==> src/imp_pkg.sv <==
// Constants and types shared by the indirect pointer map
package imp_pkg;

    // ------------------------------------------------------------
    // Register indices (byte address on the bus is four times these)
    // ------------------------------------------------------------
    localparam int          IDX_W         = 11;
    localparam [IDX_W-1:0]  IDX_IND0      = 11'h400;  // Indirect port zero
    localparam [IDX_W-1:0]  IDX_IND1      = 11'h401;  // Indirect port one
    localparam [IDX_W-1:0]  IDX_P0L       = 11'h404;  // Pointer zero low
    localparam [IDX_W-1:0]  IDX_P0H       = 11'h405;  // Pointer zero high
    localparam [IDX_W-1:0]  IDX_P1L       = 11'h406;  // Pointer one low
    localparam [IDX_W-1:0]  IDX_P1H       = 11'h407;  // Pointer one high
    localparam [IDX_W-1:0]  IDX_BSR       = 11'h408;  // Bank selector
    localparam [IDX_W-1:0]  IDX_STAT      = 11'h410;  // Block status
    localparam int          AXI_AW        = 13;       // Bus address width

    // ------------------------------------------------------------
    // Core register offsets inside every bank
    // ------------------------------------------------------------
    localparam int          OFF_W         = 7;
    localparam [OFF_W-1:0]  OFF_IND0      = IDX_IND0[OFF_W-1:0];
    localparam [OFF_W-1:0]  OFF_IND1      = IDX_IND1[OFF_W-1:0];
    localparam [OFF_W-1:0]  OFF_P0L       = IDX_P0L[OFF_W-1:0];
    localparam [OFF_W-1:0]  OFF_P0H       = IDX_P0H[OFF_W-1:0];
    localparam [OFF_W-1:0]  OFF_P1L       = IDX_P1L[OFF_W-1:0];
    localparam [OFF_W-1:0]  OFF_P1H       = IDX_P1H[OFF_W-1:0];
    localparam [OFF_W-1:0]  OFF_BSR       = IDX_BSR[OFF_W-1:0];

    // ------------------------------------------------------------
    // Pointer address space
    // ------------------------------------------------------------
    localparam int          BANK_W        = 5;
    localparam int          MADDR_W       = BANK_W + OFF_W;
    localparam int          FADDR_W       = 15;
    localparam int          FWORD_W       = 14;
    localparam int          FLASH_BIT     = 15;       // Pointer bit selecting flash
    localparam [15:0]       LIN_BASE      = 16'h2000; // First linear pointer
    localparam [15:0]       LIN_END       = 16'h29AF; // Last linear pointer
    localparam [15:0]       GPR_BYTES     = 16'h0050; // RAM bytes per bank
    localparam [15:0]       GPR_OFF       = 16'h0020; // First RAM byte in a bank
    localparam [BANK_W-1:0] IMPL_BANKS    = 5'h02;    // Banks backed by real RAM
    localparam [15:0]       PTR_RST       = 16'h0000;
    localparam [BANK_W-1:0] BSR_RST       = 5'h00;
    localparam [7:0]        ZERO_BYTE     = 8'h00;

    // ------------------------------------------------------------
    // Bus responses and state
    // ------------------------------------------------------------
    localparam [1:0]        RESP_OKAY     = 2'h0;
    localparam [1:0]        RESP_SLVERR   = 2'h2;

    typedef enum logic [1:0] {K_MEM, K_FLASH, K_ZERO} imp_kind_t;
    typedef enum logic [1:0] {ST_IDLE, ST_ISSUE, ST_XTRA, ST_RESP} imp_state_t;

    // Result of decoding one pointer
    typedef struct packed {
        imp_kind_t            kind;
        logic [MADDR_W-1:0]   maddr;
        logic [FADDR_W-1:0]   faddr;
    } imp_map_t;

endpackage : imp_pkg

==> src/imp_pointer_map.sv <==
// Indirect pointer map with core access port and bus register slave
`timescale 1ns/10ps
`default_nettype none

// Functional notes
// - Port zero redirects through pointer zero
// - Port one redirects through pointer one
// - Core registers answer in every bank
// - Linear pointers map onto each bank's RAM
// - Linear increment crosses into next bank
// - Unbacked linear location reads zero
// - Common bytes excluded from linear map
// - Pointer top bit selects flash address
// - Flash read returns word's low byte
// - Indirect flash write changes nothing
// - Flash access takes one extra cycle
module imp_pointer_map (
    // Clock and reset
    input  wire logic                        aclk,
    input  wire logic                        aresetn,
    // Core access port
    input  wire logic                        core_req,
    input  wire logic                        core_we,
    input  wire logic [imp_pkg::OFF_W-1:0]   core_off,
    input  wire logic [7:0]                  core_wdata,
    output logic                             core_done,
    output logic [7:0]                       core_rdata,
    output logic                             core_flash,
    // Data memory port
    output logic                             mem_req,
    output logic                             mem_we,
    output logic [imp_pkg::MADDR_W-1:0]      mem_addr,
    output logic [7:0]                       mem_wdata,
    input  wire logic [7:0]                  mem_rdata,
    // Program flash read port
    output logic                             flash_req,
    output logic [imp_pkg::FADDR_W-1:0]      flash_addr,
    input  wire logic [imp_pkg::FWORD_W-1:0] flash_rdata,
    // AXI4-Lite slave
    input  wire logic [imp_pkg::AXI_AW-1:0]  s_axi_awaddr,
    input  wire logic                        s_axi_awvalid,
    output logic                             s_axi_awready,
    input  wire logic [31:0]                 s_axi_wdata,
    input  wire logic [3:0]                  s_axi_wstrb,
    input  wire logic                        s_axi_wvalid,
    output logic                             s_axi_wready,
    output logic [1:0]                       s_axi_bresp,
    output logic                             s_axi_bvalid,
    input  wire logic                        s_axi_bready,
    input  wire logic [imp_pkg::AXI_AW-1:0]  s_axi_araddr,
    input  wire logic                        s_axi_arvalid,
    output logic                             s_axi_arready,
    output logic [31:0]                      s_axi_rdata,
    output logic [1:0]                       s_axi_rresp,
    output logic                             s_axi_rvalid,
    input  wire logic                        s_axi_rready
);

    // ------------------------------------------------------------
    // State
    // ------------------------------------------------------------
    typedef struct packed {
        imp_pkg::imp_state_t           st;         // Access sequencer
        imp_pkg::imp_kind_t            kind;       // Target of current access
        logic [15:0]                   ptr0;       // Pointer zero
        logic [15:0]                   ptr1;       // Pointer one
        logic [imp_pkg::BANK_W-1:0]    bank_selector;        // Bank selector
        logic                          mem_req;
        logic                          mem_we;
        logic [imp_pkg::MADDR_W-1:0]   mem_addr;
        logic [7:0]                    mem_wdata;
        logic                          flash_req;
        logic [imp_pkg::FADDR_W-1:0]   flash_addr;
        logic                          core_done;
        logic [7:0]                    core_rdata;
        logic                          core_flash; // Last access outside the core registers went to flash
        logic                          awready;
        logic                          wready;
        logic                          aw_held;    // Write address captured
        logic                          w_held;     // Write data captured
        logic [imp_pkg::IDX_W-1:0]     aw_idx;
        logic [7:0]                    w_byte;
        logic                          w_en;       // Low byte lane enabled
        logic                          bvalid;
        logic [1:0]                    bresp;
        logic                          arready;
        logic                          rvalid;
        logic [7:0]                    rdata;
        logic [1:0]                    rresp;
    } imp_regs_t;

    imp_regs_t r;      // Registered state
    imp_regs_t n;      // Next state

    // ------------------------------------------------------------
    // Pointer decode
    // ------------------------------------------------------------
    // Splits a pointer into banked, linear, gap and flash spaces
    function automatic imp_pkg::imp_map_t map_ptr(input logic [15:0] p);
        imp_pkg::imp_map_t m;
        logic [15:0]       lin;
        logic [15:0]       bnk;
        logic [15:0]       ofs;
        m   = '0;
        lin = p - imp_pkg::LIN_BASE;
        bnk = lin / imp_pkg::GPR_BYTES;
        ofs = (lin % imp_pkg::GPR_BYTES) + imp_pkg::GPR_OFF;
        if (p[imp_pkg::FLASH_BIT]) begin
            m.kind  = imp_pkg::K_FLASH;
            m.faddr = p[imp_pkg::FADDR_W-1:0];
        end else if (p < imp_pkg::LIN_BASE) begin
            m.kind  = imp_pkg::K_MEM;
            m.maddr = p[imp_pkg::MADDR_W-1:0];
        end else if (p <= imp_pkg::LIN_END) begin
            m.maddr = {bnk[imp_pkg::BANK_W-1:0], ofs[imp_pkg::OFF_W-1:0]};
            // Banks with no RAM behind them read as zero
            if (bnk[imp_pkg::BANK_W-1:0] < imp_pkg::IMPL_BANKS) begin
                m.kind = imp_pkg::K_MEM;
            end else begin
                m.kind = imp_pkg::K_ZERO;
            end
        end else begin
            m.kind = imp_pkg::K_ZERO;
        end
        return m;
    endfunction : map_ptr

    // Bus read mux, low byte only
    function automatic logic [8:0] read_reg(input logic [imp_pkg::IDX_W-1:0] idx,
                                            input imp_regs_t s);
        logic [8:0] v;  // {hit, data}
        v = '0;
        unique case (idx)
            imp_pkg::IDX_P0L:  v = {1'b1, s.ptr0[7:0]};
            imp_pkg::IDX_P0H:  v = {1'b1, s.ptr0[15:8]};
            imp_pkg::IDX_P1L:  v = {1'b1, s.ptr1[7:0]};
            imp_pkg::IDX_P1H:  v = {1'b1, s.ptr1[15:8]};
            imp_pkg::IDX_BSR:  v = {1'b1, 3'h0, s.bank_selector};
            imp_pkg::IDX_STAT: v = {1'b1, 5'h00, s.core_flash, s.kind == imp_pkg::K_FLASH,
                                    s.st != imp_pkg::ST_IDLE};
            default:           v = '0;
        endcase
        return v;
    endfunction : read_reg

    // ------------------------------------------------------------
    // Next state
    // ------------------------------------------------------------
    always_comb begin
        imp_pkg::imp_map_t m;
        logic [15:0]       sel;
        logic [8:0]        rv;
        logic              is_ind;
        m          = '0;
        sel        = '0;
        rv         = '0;
        is_ind     = 1'b0;
        n          = r;
        n.mem_req   = 1'b0;
        n.flash_req = 1'b0;
        n.core_done = 1'b0;

        // Core access sequencer
        unique case (r.st)
            imp_pkg::ST_IDLE: begin
                is_ind = (core_off == imp_pkg::OFF_IND0) || (core_off == imp_pkg::OFF_IND1);
                sel    = (core_off == imp_pkg::OFF_IND0) ? r.ptr0 : r.ptr1;
                if (core_req && is_ind) begin
                    // Indirect port: no storage, follow the pointer
                    m            = map_ptr(sel);
                    n.kind       = m.kind;
                    n.mem_addr   = m.maddr;
                    n.flash_addr = m.faddr;
                    n.mem_wdata  = core_wdata;
                    n.mem_we     = core_we;
                    n.mem_req    = (m.kind == imp_pkg::K_MEM);
                    n.flash_req  = (m.kind == imp_pkg::K_FLASH) && !core_we;
                    n.st         = imp_pkg::ST_ISSUE;
                end else if (core_req) begin
                    // Core registers decode on offset alone, bank ignored
                    unique case (core_off)
                        imp_pkg::OFF_P0L: begin
                            if (core_we) n.ptr0[7:0] = core_wdata;
                            n.core_rdata = r.ptr0[7:0];
                            n.core_done  = 1'b1;
                        end
                        imp_pkg::OFF_P0H: begin
                            if (core_we) n.ptr0[15:8] = core_wdata;
                            n.core_rdata = r.ptr0[15:8];
                            n.core_done  = 1'b1;
                        end
                        imp_pkg::OFF_P1L: begin
                            if (core_we) n.ptr1[7:0] = core_wdata;
                            n.core_rdata = r.ptr1[7:0];
                            n.core_done  = 1'b1;
                        end
                        imp_pkg::OFF_P1H: begin
                            if (core_we) n.ptr1[15:8] = core_wdata;
                            n.core_rdata = r.ptr1[15:8];
                            n.core_done  = 1'b1;
                        end
                        imp_pkg::OFF_BSR: begin
                            if (core_we) n.bank_selector = core_wdata[imp_pkg::BANK_W-1:0];
                            n.core_rdata = {3'h0, r.bank_selector};
                            n.core_done  = 1'b1;
                        end
                        default: begin
                            // Plain banked access through the bank selector
                            n.kind      = imp_pkg::K_MEM;
                            n.mem_addr  = {r.bank_selector, core_off};
                            n.mem_wdata = core_wdata;
                            n.mem_we    = core_we;
                            n.mem_req   = 1'b1;
                            n.st        = imp_pkg::ST_ISSUE;
                        end
                    endcase
                end
            end
            imp_pkg::ST_ISSUE: begin
                // Flash takes one more cycle
                n.st = (r.kind == imp_pkg::K_FLASH) ? imp_pkg::ST_XTRA
                                                    : imp_pkg::ST_RESP;
            end
            imp_pkg::ST_XTRA: begin
                n.st = imp_pkg::ST_RESP;
            end
            imp_pkg::ST_RESP: begin
                // Return data and finish
                unique case (r.kind)
                    imp_pkg::K_MEM:   n.core_rdata = mem_rdata;
                    imp_pkg::K_FLASH: n.core_rdata = flash_rdata[7:0];
                    default:          n.core_rdata = imp_pkg::ZERO_BYTE;
                endcase
                n.core_flash = (r.kind == imp_pkg::K_FLASH);
                n.core_done  = 1'b1;
                n.st         = imp_pkg::ST_IDLE;
            end
        endcase

        // Bus write: address and data in either order
        if (s_axi_awvalid && r.awready) begin
            n.aw_held = 1'b1;
            n.aw_idx  = s_axi_awaddr[imp_pkg::AXI_AW-1:2];
            n.awready = 1'b0;
        end
        if (s_axi_wvalid && r.wready) begin
            n.w_held = 1'b1;
            n.w_byte = s_axi_wdata[7:0];
            n.w_en   = s_axi_wstrb[0];
            n.wready = 1'b0;
        end
        if (r.aw_held && r.w_held && !r.bvalid) begin
            // Bus write wins over a core write in the same cycle
            rv      = read_reg(r.aw_idx, r);
            n.bresp = rv[8] ? imp_pkg::RESP_OKAY : imp_pkg::RESP_SLVERR;
            n.bvalid = 1'b1;
            if (r.w_en) begin
                unique case (r.aw_idx)
                    imp_pkg::IDX_P0L: n.ptr0[7:0]  = r.w_byte;
                    imp_pkg::IDX_P0H: n.ptr0[15:8] = r.w_byte;
                    imp_pkg::IDX_P1L: n.ptr1[7:0]  = r.w_byte;
                    imp_pkg::IDX_P1H: n.ptr1[15:8] = r.w_byte;
                    imp_pkg::IDX_BSR: n.bank_selector = r.w_byte[imp_pkg::BANK_W-1:0];
                    default:          n.bank_selector = n.bank_selector;
                endcase
            end
        end
        if (r.bvalid && s_axi_bready) begin
            // Response taken, reopen both channels
            n.bvalid  = 1'b0;
            n.aw_held = 1'b0;
            n.w_held  = 1'b0;
            n.awready = 1'b1;
            n.wready  = 1'b1;
        end

        // Bus read
        if (s_axi_arvalid && r.arready) begin
            rv        = read_reg(s_axi_araddr[imp_pkg::AXI_AW-1:2], r);
            n.rdata   = rv[7:0];
            n.rresp   = rv[8] ? imp_pkg::RESP_OKAY : imp_pkg::RESP_SLVERR;
            n.rvalid  = 1'b1;
            n.arready = 1'b0;
        end
        if (r.rvalid && s_axi_rready) begin
            n.rvalid  = 1'b0;
            n.arready = 1'b1;
        end
    end

    // ------------------------------------------------------------
    // State register
    // ------------------------------------------------------------
    always_ff @(posedge aclk) begin
        if (!aresetn) begin
            r         <= '0;
            r.st      <= imp_pkg::ST_IDLE;
            r.kind    <= imp_pkg::K_MEM;
            r.ptr0    <= imp_pkg::PTR_RST;
            r.ptr1    <= imp_pkg::PTR_RST;
            r.bank_selector     <= imp_pkg::BSR_RST;
            r.awready <= 1'b1;
            r.wready  <= 1'b1;
            r.arready <= 1'b1;
        end else begin
            r <= n;
        end
    end

    // ------------------------------------------------------------
    // Outputs, all from the state register
    // ------------------------------------------------------------
    assign core_done     = r.core_done;
    assign core_rdata    = r.core_rdata;
    assign core_flash    = r.core_flash;
    assign mem_req       = r.mem_req;
    assign mem_we        = r.mem_we;
    assign mem_addr      = r.mem_addr;
    assign mem_wdata     = r.mem_wdata;
    assign flash_req     = r.flash_req;
    assign flash_addr    = r.flash_addr;
    assign s_axi_awready = r.awready;
    assign s_axi_wready  = r.wready;
    assign s_axi_bvalid  = r.bvalid;
    assign s_axi_bresp   = r.bresp;
    assign s_axi_arready = r.arready;
    assign s_axi_rvalid  = r.rvalid;
    assign s_axi_rresp   = r.rresp;
    assign s_axi_rdata   = {24'h000000, r.rdata};

endmodule : imp_pointer_map

`default_nettype wire

==> config.mk <==
export PLATFORM = sky130hd
export DESIGN_NAME = imp_pointer_map
export DESIGN_NICKNAME = d
export VERILOG_FILES = /design/src/imp_pkg.sv /design/src/imp_pointer_map.sv
export SDC_FILE = /design/constraint.sdc
export NUM_CORES = 1
export LEC_CHECK = 0
export ABC_AREA = 1
export ABC_CLOCK_PERIOD_IN_PS = 6800
export BUFFER_PORTS_ARGS = -buffer_cell sky130_fd_sc_hd__buf_2
export CORE_MARGIN = 4
export CORE_UTILIZATION = 45
export DETAILED_ROUTE_END_ITERATION = 8
export HOLD_SLACK_MARGIN = 0.06
export PLACE_DENSITY = 0.68
export SLEW_MARGIN = 5
export SYNTH_ARGS = -nofsm -noshare
export SYNTH_HDL_FRONTEND = slang
export SYNTH_SLANG_ARGS = --single-unit
==> constraint.sdc <==
create_clock -name aclk -period 6.8 [get_ports aclk]
set_input_delay 1.02 -clock aclk [delete_from_list [all_inputs] [get_ports aclk]]
set_output_delay 1.02 -clock aclk [all_outputs]
set_load 0.02 [all_outputs]
==> flow_summary.ini <==
[sta]
setup_viol = 0
maxSlewHeadroom_pct = 21.6
setup_tns_ns = 0
worst_hold_slack_ns = 0.443
fin_crit_sh_pct = 92.3
fin_skew_ns = 0.00508
clock.fmax_ghz = 0.159
maxSlewViolCount = 0
layout_min_cycle_time_ns = 6.28
fin_ws_ns = 0.521
timing_hold_violations_final = 0
worst_pin_slew_ns = 1.17

[yosys]
synth_area_leaders = dfxtp_1 (29%), nand2_1 (11%), inv_1 (8.5%)
synthCells = 1309
synth_async_sr_flop_share_pct = 0
dominantRegCellSynth = dfxtp_1
synth-seq-cells = 126
ys_warn_count = 0
yosys.cell_count.top_type = nand2_1
syn_area_per_cell_um2 = 6.55
synth-seq-area-share_pct = 29.4
synth_area_leader_cell = dfxtp_1
synth_edf_count = 0
netlist_area_um2 = 8580
yosys-top-cells-count = nand2_1 (242), inv_1 (194), dfxtp_1 (126), nor2_1 (113), o21ai_0 (100)
synth.distinct_cells = 50
synth_top_area_share_pct = 29.4

[route]
vias_per_cell = 5.31
wirelength_mm = 25.4
first_iter_violations = 789
drt_first_pass_iters = 6
drt-wirelength-per-cell_um = 15.0
drc = 0
drtAntennaViolNets = 0
route.vias.total = 9004

[cts]
ctsHoldBuffers = 0
numCtsBuffers = 17
clockBufferDepth = 2
path_clk_slew_ns = 0.06
clock_sinks = 126
htree_levels = 4
cts_tree = done
clk_latency_ns = 0.42
clock-root-buffer = clkbuf_16

[setup_path]
r2r_cells = 53
slowest_delay_ns = 0.26
slowest_stage = ha_4
critPathMaxFanout = 7
critPathKind = in -> reg
r2r_slack_ns = 1.16
critPathMostFrequentCell = nand2_1
cp.arrival_ns = 6.63
rr_endpoint = mem_addr[5]$_SDFFE_PN0P_
worst_ep_required_time_ns = 7.15
r2r-start = r[105]$_SDFF_PN0_
cp-end-kind = flop
cp-start-kind = primary input

[min_path]
holdCritPathClass = reg -> reg
worstHoldEndpoint = mem_wdata[0]$_SDFFE_PN0P_
hold_depth = 2
min_from = mem_wdata[0]$_SDFFE_PN0P_

[global_route]
grt_max_degree = 47
grt_pass1_vias = 8059
track_usage_pct = 22.9
overflow = 0
antenna_found_initial = 0
grt_pass1_wl_mm = 40.4

[cells_and_area]
num_antenna_cells = 0
area_growth_pct = 19.5
multi_input_area_um2 = 4760
drive_gt1_share_pct = 24.4
final_net_count = 1563
fill_cells = 1869
seqCellArea_um2 = 2520

[run_status]
status = completed

[floorplan]
rows = 50
start_util_pct = 45.8
die_w_um = 146
core_um2 = 18700
boundaryPins = 197
die_y_um = 146
dieArea_um2 = 21300

[power]
totalPowerFinal_mw = 3.59
ir_drop_mv = 0.203
p_per_area_nw_per_um2 = 350
p_leak_nw = 4.86

[placed_design]
io_buffers = 133
dp_hpwl_mm = 19.5
gp_congestion = 0.983
pre_cts_ws_ns = -0.0818

[run]
maxCapViolations = 0
==> where the power goes <==
part / switching [mW] / internal (mW) / total [mW] / leakage [nW]
logic: 1.07 / 0.751 / 1.82 / 3.56
registers: 0.0422 / 0.812 / 0.854 / 1.03
clock network: 0.356 / 0.559 / 0.915 / 0.274
total: 1.47 / 2.12 / 3.59 / 4.86
==> metrics by stage <==
| stage | area, um2 | util (%) | instances |
|---|---|---|---|
| CTS | 9990 | 53.4 | 1686 |
| global route | 10200 | 54.8 | 1695 |
| global placement | 9400 | 50.2 | 1655 |
| floorplan | 8670 | - | 1334 |
| finish | 10200 | 54.8 | 1695 |
| detailed placement | 9400 | 50.2 | 1655 |
==> state kept, by name, indices dropped and copies added, names as in the netlist <==
| signal | count |
|---|---|
| s_axi_bresp | 1 |
| core_rdata | 8 |
| core_flash | 1 |
| s_axi_rvalid | 1 |
| flash_addr | 15 |
| mem_addr | 12 |
| mem_we | 1 |
| s_axi_arready | 1 |
| s_axi_awready | 1 |
| s_axi_rresp | 1 |
| s_axi_wready | 1 |
| r | 63 |
| core_done | 1 |
| s_axi_bvalid | 1 |
| s_axi_rdata | 8 |
| mem_wdata | 8 |
| flash_req | 1 |
| mem_req | 1 |
==> critical path, delay by kind of cell <==
family / cells / cell delay, ns
simple gates: 45 / 4.22
buf+inv: 8 / 0.66
compound gates: 3 / 0.49
fa+ha+maj: 1 / 0.26
==> final cells by class <==
| cell class | count | area share, % |
|---|---|---|
| clock inverter | 12 | 1.34 |
| tap | 234 | 2.86 |
| timing repair buffer | 210 | 12.4 |
| inverter | 215 | 7.95 |
| multi-input combinational | 879 | 46.4 |
| sequential | 126 | 24.6 |
| clock buffer | 19 | 4.42 |
==> cell families after synthesis <==
family | count (synthesis) | synth area share [%]
other | 1 | 0.0437
adder cells (fa/ha/maj) | 6 | 0.875
AND/OR/NAND/NOR | 539 | 29.2
XOR/XNOR | 5 | 0.511
buffers and inverters | 330 | 18.3
flip-flops | 126 | 29.4
AO/OA/AOI/OAI | 302 | 21.6
==> placed cells by master (no fill, tap or decap), types with 3 or more instances in the layout <==
cell type | synthesis | final
a21oi_1 | 84 | 84
a221oi_1 | 32 | 32
a311oi_1 | 6 | 6
a31oi_1 | 4 | 4
a41oi_1 | 3 | 3
buf_2 | 1 | 133
buf_4 | 79 | 75
clkbuf_16 | 0 | 17
clkinv_1 | 8 | 7
clkinvlp_4 | 0 | 5
conb_1 | 1 | 26
dfxtp_1 | 126 | 126
ha_1 | 6 | 5
inv_1 | 194 | 192
inv_2 | 11 | 13
inv_4 | 0 | 3
nand2_1 | 242 | 225
nand2_2 | 26 | 42
nand2_4 | 6 | 8
nand3_1 | 74 | 72
nand3_2 | 16 | 12
nand3_4 | 1 | 7
nand3b_1 | 4 | 4
nand4_1 | 18 | 18
nor2_1 | 113 | 107
nor2_2 | 4 | 8
nor2_4 | 5 | 7
nor3_1 | 17 | 17
nor4_1 | 10 | 10
o211ai_1 | 28 | 28
o21ai_0 | 100 | 99
o21ai_1 | 8 | 8
o21ai_2 | 6 | 6
o21bai_1 | 3 | 3
o221ai_1 | 8 | 8
o22ai_1 | 9 | 9
xor2_1 | 4 | 3
==> repair_timing <==
item / 4_1_cts / 5_1_grt
endpoints found under the setup margin: 0 / 4
setup buffers: 0 / 8
resized for setup: 0 / 48
endpoints found under the hold margin: 0 / 0
==> how the worst max path moves through the flow <==
stage                     start                        to  slack, ns  cells past startpoint
floorplan           core_off[1]  mem_addr[6]$_SDFFE_PN0P_       0.62                     60
global placement    core_off[5]  mem_addr[5]$_SDFFE_PN0P_       0.07                     62
detailed placement  core_off[3]  mem_addr[5]$_SDFFE_PN0P_      -0.08                     56
CTS                 core_off[3]  mem_addr[5]$_SDFFE_PN0P_       0.29                     59
global route        core_off[2]  mem_addr[6]$_SDFFE_PN0P_      -0.08                     55
finish              core_off[2]  mem_addr[5]$_SDFFE_PN0P_       0.52                     57
==> metal layers <==
metal	share of wire [%]	GRT usage (%)
met1	43	29.8
met5	0	0
met3	7.2	4.00
met2	47	39.0
met4	2.5	7.29
(Power assumes the default switching activity.)
